--- src/include/inj_pkg.sv ---
package inj_pkg;

    // ----------------------------------------------------------------
    // Frame and header geometry
    // ----------------------------------------------------------------
    localparam int GROUPS = 2;
    localparam int HDR_BYTES = 20;
    localparam int HDR_BITS = 160;
    localparam logic [4:0] HDR_LAST_IDX = 5'h13;
    localparam logic [4:0] CNT_RESET = 5'h00;

    // ----------------------------------------------------------------
    // Header field positions
    // ----------------------------------------------------------------
    localparam int BYPASS_BIT = 127;
    localparam int SMAC_BIT = 126;
    localparam int REW_LSB = 117;
    localparam int REW_W = 9;
    localparam int MASQUERADE_BIT = 121;
    localparam int MASQUERADE_PORT_LSB = 122;
    localparam int MASQUERADE_PORT_W = 4;
    localparam int PORTSET_LSB = 56;
    localparam int PORTSET_W = 12;
    localparam int CPU_PORTSET_BIT = 11;
    localparam int POP_LSB = 28;
    localparam int POP_W = 2;
    localparam int QOS_LSB = 17;
    localparam int QOS_W = 3;
    localparam int TAGTYPE_BIT = 16;
    localparam int PCP_LSB = 13;
    localparam int PCP_W = 3;
    localparam int DEI_BIT = 12;
    localparam int VID_LSB = 0;
    localparam int VID_W = 12;

    // ----------------------------------------------------------------
    // Ports and rewrite command codes
    // ----------------------------------------------------------------
    localparam logic [3:0] CPU_PORT_PRIMARY = 4'hb;
    localparam logic [3:0] CPU_PORT_SECOND = 4'hc;
    localparam logic [3:0] REW_NOP4 = 4'h0;
    localparam logic [3:0] REW_SWAP4 = 4'h8;
    localparam logic [2:0] REW_DSCP = 3'h1;
    localparam logic [2:0] REW_PTP_ONE = 3'h2;
    localparam logic [2:0] REW_PTP_TWO = 3'h3;
    localparam logic [2:0] REW_ORIGIN = 3'h5;
    localparam int REW_EGR_DELAY_BIT = 5;

    typedef enum logic [2:0] {
        ACT_NONE,
        ACT_SWAP,
        ACT_DSCP,
        ACT_PTP_ONE,
        ACT_PTP_TWO,
        ACT_ORIGIN
    } rewAction_t;

    typedef struct packed {
        logic useAnalyzer;
        logic [3:0] queuePort;
        logic [3:0] ingressPort;
        logic masquerade;
        logic smacReplace;
        logic [11:0] destPortSet;
        logic cpuSelect;
        logic [2:0] serviceClass;
        logic [1:0] tagPopCount;
        logic tagType;
        logic [2:0] pcp;
        logic dei;
        logic [11:0] vid;
        rewAction_t rewAction;
        logic [5:0] rewArg;
        logic egressDelay;
        logic clearSmacBit40;
    } desc_t;

    // ----------------------------------------------------------------
    // Controller register map (byte offsets) and reset values
    // ----------------------------------------------------------------
    localparam logic [7:0] REG_CTRL = 8'h00;
    localparam logic [7:0] REG_STATUS = 8'h04;
    localparam logic [7:0] REG_HDR0 = 8'h08;
    localparam logic [7:0] REG_PAYLOAD = 8'h1c;
    localparam int HDR_WORDS = 5;
    localparam int CTRL_GO_BIT = 4;
    localparam int CTRL_SEL_BIT = 3;
    localparam int CTRL_PREC_BIT = 2;
    localparam int PAYLOAD_LAST_BIT = 8;
    localparam logic [3:0] CTRL_RESET = 4'h0;

endpackage
--- src/include/inj_link_if.sv ---
`timescale 1ns/1ps
interface inj_link_if;
    logic [1:0] valid;
    logic [1:0] ready;
    logic [1:0] last;
    logic [1:0][7:0] data;
    logic [1:0] parseEnable;
    logic precedenceEnable;

    modport device (
        input valid,
        input last,
        input data,
        input parseEnable,
        input precedenceEnable,
        output ready
    );

    modport cpu (
        output valid,
        output last,
        output data,
        output parseEnable,
        output precedenceEnable,
        input ready
    );
endinterface

--- src/hdl/cpu_inject_port.sv ---
`timescale 1ns/1ps
module cpu_inject_port (
    // Clock and reset
    input wire logic clk,
    input wire logic rstn,
    input wire logic ce,
    // Injection link
    inj_link_if.device link,
    // Frame descriptors toward the core
    output logic [1:0] descValid,
    output inj_pkg::desc_t desc [2],
    // Frame bytes toward the core
    output logic [1:0] outValid,
    output logic [1:0][7:0] outData,
    output logic [1:0] outLast,
    input wire logic [1:0] outReady,
    // Egress queue arbitration
    input wire logic frontRequest,
    output logic cpuGrant,
    output logic frontGrant
);
    logic [1:0] ready_q;
    logic [1:0] atStart_q;
    logic [1:0] inHdr_q;
    logic [4:0] cnt_q [2];
    logic [inj_pkg::HDR_BITS-9:0] hdr_q [2];
    logic [1:0] descValid_q;
    inj_pkg::desc_t desc_q [2];
    logic [1:0] outValid_q;
    logic [1:0][7:0] outData_q;
    logic [1:0] outLast_q;
    logic cpuGrant_q;
    logic frontGrant_q;
    logic lastWinner_q;

    // ----------------------------------------------------------------
    // Header decode
    // ----------------------------------------------------------------
    function automatic inj_pkg::rewAction_t decodeRewrite(logic [8:0] c);
        inj_pkg::rewAction_t a;
        a = inj_pkg::ACT_NONE;
        if (c[3:0] == inj_pkg::REW_NOP4)
            a = inj_pkg::ACT_NONE;
        else if (c[3:0] == inj_pkg::REW_SWAP4)
            a = inj_pkg::ACT_SWAP;
        else if (c[2:0] == inj_pkg::REW_DSCP)
            a = inj_pkg::ACT_DSCP;
        else if (c[2:0] == inj_pkg::REW_PTP_ONE)
            a = inj_pkg::ACT_PTP_ONE;
        else if (c[2:0] == inj_pkg::REW_PTP_TWO)
            a = inj_pkg::ACT_PTP_TWO;
        else if (c[2:0] == inj_pkg::REW_ORIGIN)
            a = inj_pkg::ACT_ORIGIN;
        return a;
    endfunction

    function automatic inj_pkg::desc_t buildDesc(logic [inj_pkg::HDR_BITS-1:0] h,
                                                 logic parsed);
        inj_pkg::desc_t d;
        logic [8:0] cmd;
        d = '0;
        cmd = h[inj_pkg::REW_LSB +: inj_pkg::REW_W];
        d.rewAction = inj_pkg::ACT_NONE;
        d.queuePort = inj_pkg::CPU_PORT_PRIMARY;
        d.ingressPort = inj_pkg::CPU_PORT_PRIMARY;
        d.useAnalyzer = 1'b1;
        if (parsed)
        begin
            d.smacReplace = h[inj_pkg::SMAC_BIT];
            if (h[inj_pkg::BYPASS_BIT])
            begin
                d.useAnalyzer = 1'b0;
                d.destPortSet = h[inj_pkg::PORTSET_LSB +: inj_pkg::PORTSET_W];
                d.cpuSelect = h[inj_pkg::PORTSET_LSB + inj_pkg::CPU_PORTSET_BIT];
                d.serviceClass = h[inj_pkg::QOS_LSB +: inj_pkg::QOS_W];
                d.tagPopCount = h[inj_pkg::POP_LSB +: inj_pkg::POP_W];
                d.tagType = h[inj_pkg::TAGTYPE_BIT];
                d.pcp = h[inj_pkg::PCP_LSB +: inj_pkg::PCP_W];
                d.dei = h[inj_pkg::DEI_BIT];
                d.vid = h[inj_pkg::VID_LSB +: inj_pkg::VID_W];
                d.rewAction = decodeRewrite(cmd);
                d.rewArg = cmd[8:3];
                d.egressDelay = d.rewAction == inj_pkg::ACT_PTP_ONE
                    && cmd[inj_pkg::REW_EGR_DELAY_BIT];
                d.clearSmacBit40 = d.rewAction == inj_pkg::ACT_SWAP;
            end
            else if (h[inj_pkg::MASQUERADE_BIT])
            begin
                d.masquerade = 1'b1;
                d.ingressPort = h[inj_pkg::MASQUERADE_PORT_LSB +: inj_pkg::MASQUERADE_PORT_W];
            end
        end
        return d;
    endfunction

    // ----------------------------------------------------------------
    // Injection groups
    // ----------------------------------------------------------------
    // one independent path per group
    always_ff @(posedge clk or negedge rstn)
    begin
        if (!rstn)
        begin
            ready_q <= 2'b11;
            atStart_q <= 2'b11;
            inHdr_q <= 2'b00;
            descValid_q <= 2'b00;
            outValid_q <= 2'b00;
            outData_q <= '0;
            outLast_q <= 2'b00;
            for (int g = 0; g < inj_pkg::GROUPS; g++)
            begin
                cnt_q[g] <= inj_pkg::CNT_RESET;
                hdr_q[g] <= '0;
                desc_q[g] <= '0;
            end
        end
        else if (ce)
        begin
            for (int g = 0; g < inj_pkg::GROUPS; g++)
            begin
                descValid_q[g] <= 1'b0;
                if (outValid_q[g] && outReady[g])
                begin
                    outValid_q[g] <= 1'b0;
                    ready_q[g] <= 1'b1;
                end
                if (link.valid[g] && ready_q[g])
                begin
                    atStart_q[g] <= link.last[g];
                    if ((atStart_q[g] && link.parseEnable[g]) || inHdr_q[g])
                    begin
                        // header bytes are not frame data
                        hdr_q[g] <= {hdr_q[g][inj_pkg::HDR_BITS-17:0], link.data[g]};
                        cnt_q[g] <= cnt_q[g] + 5'h01;
                        inHdr_q[g] <= cnt_q[g] != inj_pkg::HDR_LAST_IDX
                            && !link.last[g];
                        if (cnt_q[g] == inj_pkg::HDR_LAST_IDX)
                        begin
                            desc_q[g] <= buildDesc({hdr_q[g], link.data[g]}, 1'b1);
                            descValid_q[g] <= 1'b1;
                        end
                    end
                    else
                    begin
                        // Half rate: one byte held until the core takes it
                        outValid_q[g] <= 1'b1;
                        outData_q[g] <= link.data[g];
                        outLast_q[g] <= link.last[g];
                        ready_q[g] <= 1'b0;
                        if (atStart_q[g])
                        begin
                            desc_q[g] <= buildDesc('0, 1'b0);
                            descValid_q[g] <= 1'b1;
                        end
                    end
                    if (link.last[g])
                        cnt_q[g] <= inj_pkg::CNT_RESET;
                end
            end
        end
    end

    // ----------------------------------------------------------------
    // Egress queue arbitration
    // ----------------------------------------------------------------
    // CPU precedence over front ports
    always_ff @(posedge clk or negedge rstn)
    begin
        if (!rstn)
        begin
            cpuGrant_q <= 1'b0;
            frontGrant_q <= 1'b0;
            lastWinner_q <= 1'b0;
        end
        else if (ce)
        begin
            if (|outValid_q && (link.precedenceEnable || !frontRequest || lastWinner_q == 1'b0))
            begin
                cpuGrant_q <= 1'b1;
                frontGrant_q <= 1'b0;
                lastWinner_q <= 1'b1;
            end
            else
            begin
                // Without precedence the two sides alternate
                cpuGrant_q <= 1'b0;
                frontGrant_q <= frontRequest;
                lastWinner_q <= 1'b0;
            end
        end
    end

    assign link.ready = ready_q;
    assign descValid = descValid_q;
    assign desc = desc_q;
    assign outValid = outValid_q;
    assign outData = outData_q;
    assign outLast = outLast_q;
    assign cpuGrant = cpuGrant_q;
    assign frontGrant = frontGrant_q;
endmodule

--- src/flat_wrapper.sv ---
// flat-port wrapper written by rule: the top's interface ports become plain ports
module cpu_inject_port_flat 
  (clk, rstn, ce, descValid, desc, outValid, outData, outLast, outReady, frontRequest, cpuGrant, frontGrant, link_valid, link_last, link_data, link_parseEnable, link_precedenceEnable, link_ready);
  inj_link_if link_i ();
  input wire logic clk;
  input wire logic rstn;
  input wire logic ce;
  output logic [1:0] descValid;
  output inj_pkg::desc_t desc[2];
  output logic [1:0] outValid;
  output logic [1:0][7:0] outData;
  output logic [1:0] outLast;
  input wire logic [1:0] outReady;
  input wire logic frontRequest;
  output logic cpuGrant;
  output logic frontGrant;
  input wire logic [$bits(link_i.valid)-1:0] link_valid;
  input wire logic [$bits(link_i.last)-1:0] link_last;
  input wire logic [$bits(link_i.data)-1:0] link_data;
  input wire logic [$bits(link_i.parseEnable)-1:0] link_parseEnable;
  input wire logic [$bits(link_i.precedenceEnable)-1:0] link_precedenceEnable;
  output wire logic [$bits(link_i.ready)-1:0] link_ready;
  assign link_i.valid = link_valid;
  assign link_i.last = link_last;
  assign link_i.data = link_data;
  assign link_i.parseEnable = link_parseEnable;
  assign link_i.precedenceEnable = link_precedenceEnable;
  assign link_ready = link_i.ready;
  cpu_inject_port u_core (.clk(clk), .rstn(rstn), .ce(ce), .link(link_i), .descValid(descValid), .desc(desc), .outValid(outValid), .outData(outData), .outLast(outLast), .outReady(outReady), .frontRequest(frontRequest), .cpuGrant(cpuGrant), .frontGrant(frontGrant));
endmodule
--- config.mk ---
export PLATFORM = sky130hd
export DESIGN_NAME = cpu_inject_port_flat
export DESIGN_NICKNAME = d
export VERILOG_FILES = /design/src/include/inj_pkg.sv /design/src/include/inj_link_if.sv /design/src/hdl/cpu_inject_port.sv /design/src/flat_wrapper.sv
export SDC_FILE = /design/constraint.sdc
export NUM_CORES = 1
export LEC_CHECK = 0
export BUFFER_PORTS_ARGS = -buffer_cell sky130_fd_sc_hd__buf_4
export CAP_MARGIN = 10
export CORE_AREA = 2 2 172 174
export CTS_BUF_LIST = sky130_fd_sc_hd__clkbuf_16
export CTS_CLUSTER_DIAMETER = 80
export CTS_CLUSTER_SIZE = 28
export DETAILED_ROUTE_END_ITERATION = 7
export DIE_AREA = 0 0 174 176
export GPL_TIMING_DRIVEN = 0
export PLACE_DENSITY = 0.74
export REMOVE_ABC_BUFFERS = 1
export SLEW_MARGIN = 20
export SYNTH_ARGS = -nofsm -noshare
export SYNTH_HDL_FRONTEND = slang
export SYNTH_SLANG_ARGS = --single-unit
export TNS_END_PERCENT = 100
--- constraint.sdc ---
create_clock -name clk -period 1.6 [get_ports clk]
set_input_delay 0.08 -clock clk [delete_from_list [all_inputs] [get_ports clk]]
set_output_delay 0.08 -clock clk [all_outputs]
set_load 0.05 [all_outputs]
==> run summary <==
Rel. slew slack - 66.1%
Setup-failing EPs final - 319
List of most frequent post-synthesis cells - 391 x nand2_1, 382 x dfrtp_1, 82 x a22o_1, 79 x mux2_2, 58 x mux2_1
Post-Synth Adder-Cell Area - 0.170%
Post-synthesis register bit count - 386
Antenna violations before repair - 0
WHS Endpoint - u_core.atStart_q[1]$_DFFE_PN1P_
Synth warn - 0
Min-Delay Path Depth - 4
Root Driver - clkbuf_16
Period minus WS final - 1840 ps
Most used cell, CP - buf_12
RSZ-0062 raised after global routing - yes
DP Worst Slack - -936 ps
CTS Buffer Depth - 3
Share of cells above drive strength 1 - 38.2%
Worst-path cell chain - a21oi_4 > nor2_4 > buf_6 > buf_12 > buf_16 > buf_12 > clkbuf_16 > mux2_4
Tot Pwr - 15.6 mW
Cells after Synth - 1208
Period utilization - 115%
Max_cap viols - 0
XOR/XNOR Fraction of Synth Area - 0.238%
GRT Util Overall - 22.7%
Area added between synthesis and finish - 37.7%
CTS Sinks - 386
Finished Core Util - 70.9%
Total grt overflow - 0
I/O pin total - 169
Post-synthesis cell area - 14700 um2
IO Port Bufs - 166
Clock Pin Slew Worst Setup and Hold Paths - 100 ps
Multi-input gate area - 5400 um2
Vias - 10.5k
First-pass GRT wire length - 55.8 mm
Hold Violations, Final - 1
Worst Max-Slew Pin Slew - 508 ps
Die area - 30600 um2
CTS tree - done
Largest net degree at the start of global routing - 99
Largest cells by area after synthesis - dfrtp_1 65%, nand2_1 10%, mux2_2 6.1%
Detailed Route Iter0 Violations - 1093
Pwr dens - 771 nW/um2
RD Place Congestion - 0.745
N_diodes - 0
Highest Clock Rate - 543 MHz
RR Endpoint - u_core.hdr_q[183]$_DFFE_PN0P_
Final Slew Violations - 0
Drt drc - 0
Clk_skew - 17.8 ps
CTS H-tree depth - 1
Setup ws final - -241 ps
Most common cell in the netlist - nand2_1
Synth Area in Simple Gates - 12.5%
Final ANT Viol Nets - 0
Syn Area/Cell - 12.2 um2
DRT Pass-1 Iters - 5
Vias per cell - 5.51
Leading area contributor after synthesis - dfrtp_1
Post-synthesis sequential area ratio - 65.8%
Worst Min Path Start - ce
Multiplexer share of the synthesized area - 10.7%
Total core area - 28500 um2
Worst R2R Start - u_core.atStart_q[0]$_DFFE_PN1P_
Die width - 174 um
HP Class - input pin to flop
FF-to-FF setup slack - -240 ps
WS Path Type - flop to flop
WP buf/inv - 5
Post-Layout Cell Count - 1906
Leak pwr - 10.6 nW
Number of synthesized flops with an enable pin - 0
HPWL after DPL - 17.5 mm
Worst path max stage delay - 600 ps
DRT Wirelength - 39.3 mm
Peak VDD IR - 0.722 mV
Initial Util - 51.5%
Asr flop ratio synth - 100%
Die Y - 176 um
Fillers - 1918
Hold slack - -1.74 ps
Setup crit end kind - flop
Final nets - 1549
FF/Latch Area - 9660 um2
Yosys cell types - 45
Row count - 62
Cells after DPL - 1701
Ys flop type - dfrtp_1
CP delay by family, top - buffers and inverters
Crit path required time - 2010 ps
CP arrival - 2250 ps
Clock Latency Late Sink - 520 ps
Routed WL per cell - 20.6 um
Crit Path Max Fanout - 5
Fraction of the mapped netlist area in compound gates - 7.53%
CP max stage cell - dfstp_2
Status - finished, violations left
Worst R2R Path Depth - 8
Violated checks - negative hold slack, negative setup slack
Num CTS Buffers - 18
Vias in the first global route - 10.2k
Main combinational cell family by area after synthesis - simple AND/OR/NAND/NOR gates
CP Launch Type - flop
Yosys top cell area share - 65.1%
worst max-delay path by stage:
stage	cells past startpoint	start	end	slack (ps)
2_1_floorplan	4	u_core.link.ready[1]$_DFFE_PN1P_	u_core.cnt_q[1]$_DFFE_PN0P_	-3540
3_3_place_gp	3	u_core.link.ready[1]$_DFFE_PN1P_	u_core.hdr_q[110]$_DFFE_PN0P_	-5510
3_5_place_dp	6	u_core.link.ready[0]$_DFFE_PN1P_	u_core.desc[71]$_DFFE_PN0P_	-940
4_1_cts	8	u_core.atStart_q[0]$_DFFE_PN1P_	u_core.hdr_q[216]$_DFFE_PN0P_	-190
5_1_grt	7	u_core.link.ready[0]$_DFFE_PN1P_	u_core.desc[66]$_DFFE_PN0P_	-300
6_report	8	u_core.atStart_q[0]$_DFFE_PN1P_	u_core.hdr_q[183]$_DFFE_PN0P_	-240
placed cells by master, fill, tap and decap left out, types with 21 or more instances in the layout:
cell type and n:
dfrtp_1 382, a22o_1 82, mux2_2 54, buf_16 21, nand2_1 318, buf_4 203, dlygate4sd3_1 30, nand2_2 57
mux2_1 28, clkbuf_16 36, buf_12 27, buf_6 46, mux2_4 55
worst register-to-register path, delay by kind of cell (launching register included):
| kind | cells | cell delay, ps |
|---|---|---|
| mux | 1 | 300 |
| compound gates | 1 | 80 |
| flops | 1 | 600 |
| buf+inv | 5 | 630 |
| simple gates | 1 | 130 |
through the flow:
| step | TNS (ps) | cell area, um2 |
|---|---|---|
| global placement | -2398820 | 16000 |
| floorplan | -778580 | 14300 |
| finish | -41020 | 20200 |
| CTS | -31560 | 18900 |
| detailed placement | -193830 | 16500 |
| global route | -54990 | 20200 |
cell families (layout without fill, tap and decap cells):
kind of cell / Yosys count / count (layout)
flops: 386 / 386
fa+ha+maj: 2 / 2
mux: 140 / 140
simple gates: 452 / 459
compound gates: 139 / 139
xor+xnor: 4 / 4
buf+inv: 84 / 390
other cells: 1 / 2
final cells by class:
| class | count | area share [%] |
|---|---|---|
| multi-input combinational | 746 | 26.7 |
| clock inverter | 5 | 0.340 |
| clock buffer | 19 | 2.35 |
| tap | 384 | 2.37 |
| inverter | 8 | 0.148 |
| timing repair buffer | 358 | 20.3 |
| sequential | 386 | 47.8 |
power by group:
group / internal [mW] / switching [mW] / total, mW
sequential: 9.75 / 0.00105 / 9.75
combinational: 0.129 / 0.263 / 0.393
clock: 2.36 / 3.09 / 5.45
total: 12.2 / 3.35 / 15.6
layer usage:
metal | share of wire, % | GRT usage (%)
met2 | 48 | 36.9
met3 | 5.5 | 3.06
met5 | 0 | 0
met1 | 44 | 33.4
met4 | 2.4 | 4.48
state kept, by name (all words and copies together), names as in the netlist:
name                 count
u_core.atStart_q         2
u_core.lastWinner_q      1
u_core.frontGrant        1
u_core.link.ready        2
u_core.cnt_q            10
u_core.outValid          2
u_core.outLast           2
u_core.desc            106
u_core.hdr_q           240
u_core.descValid         2
u_core.outData          16
u_core.inHdr_q           2
what timing repair did:
item / 4_1_cts / 5_1_grt
gates resized for setup: 111 / 198
pin swaps: 50 / 125
gates cloned: 22 / 27
endpoints found under the hold margin: 279 / 1
endpoints found under the setup margin: 372 / 366
setup buffers: 71 / 48
hold buffers: 29 / 1
Note: power is estimated with default switching activity, not from simulation.
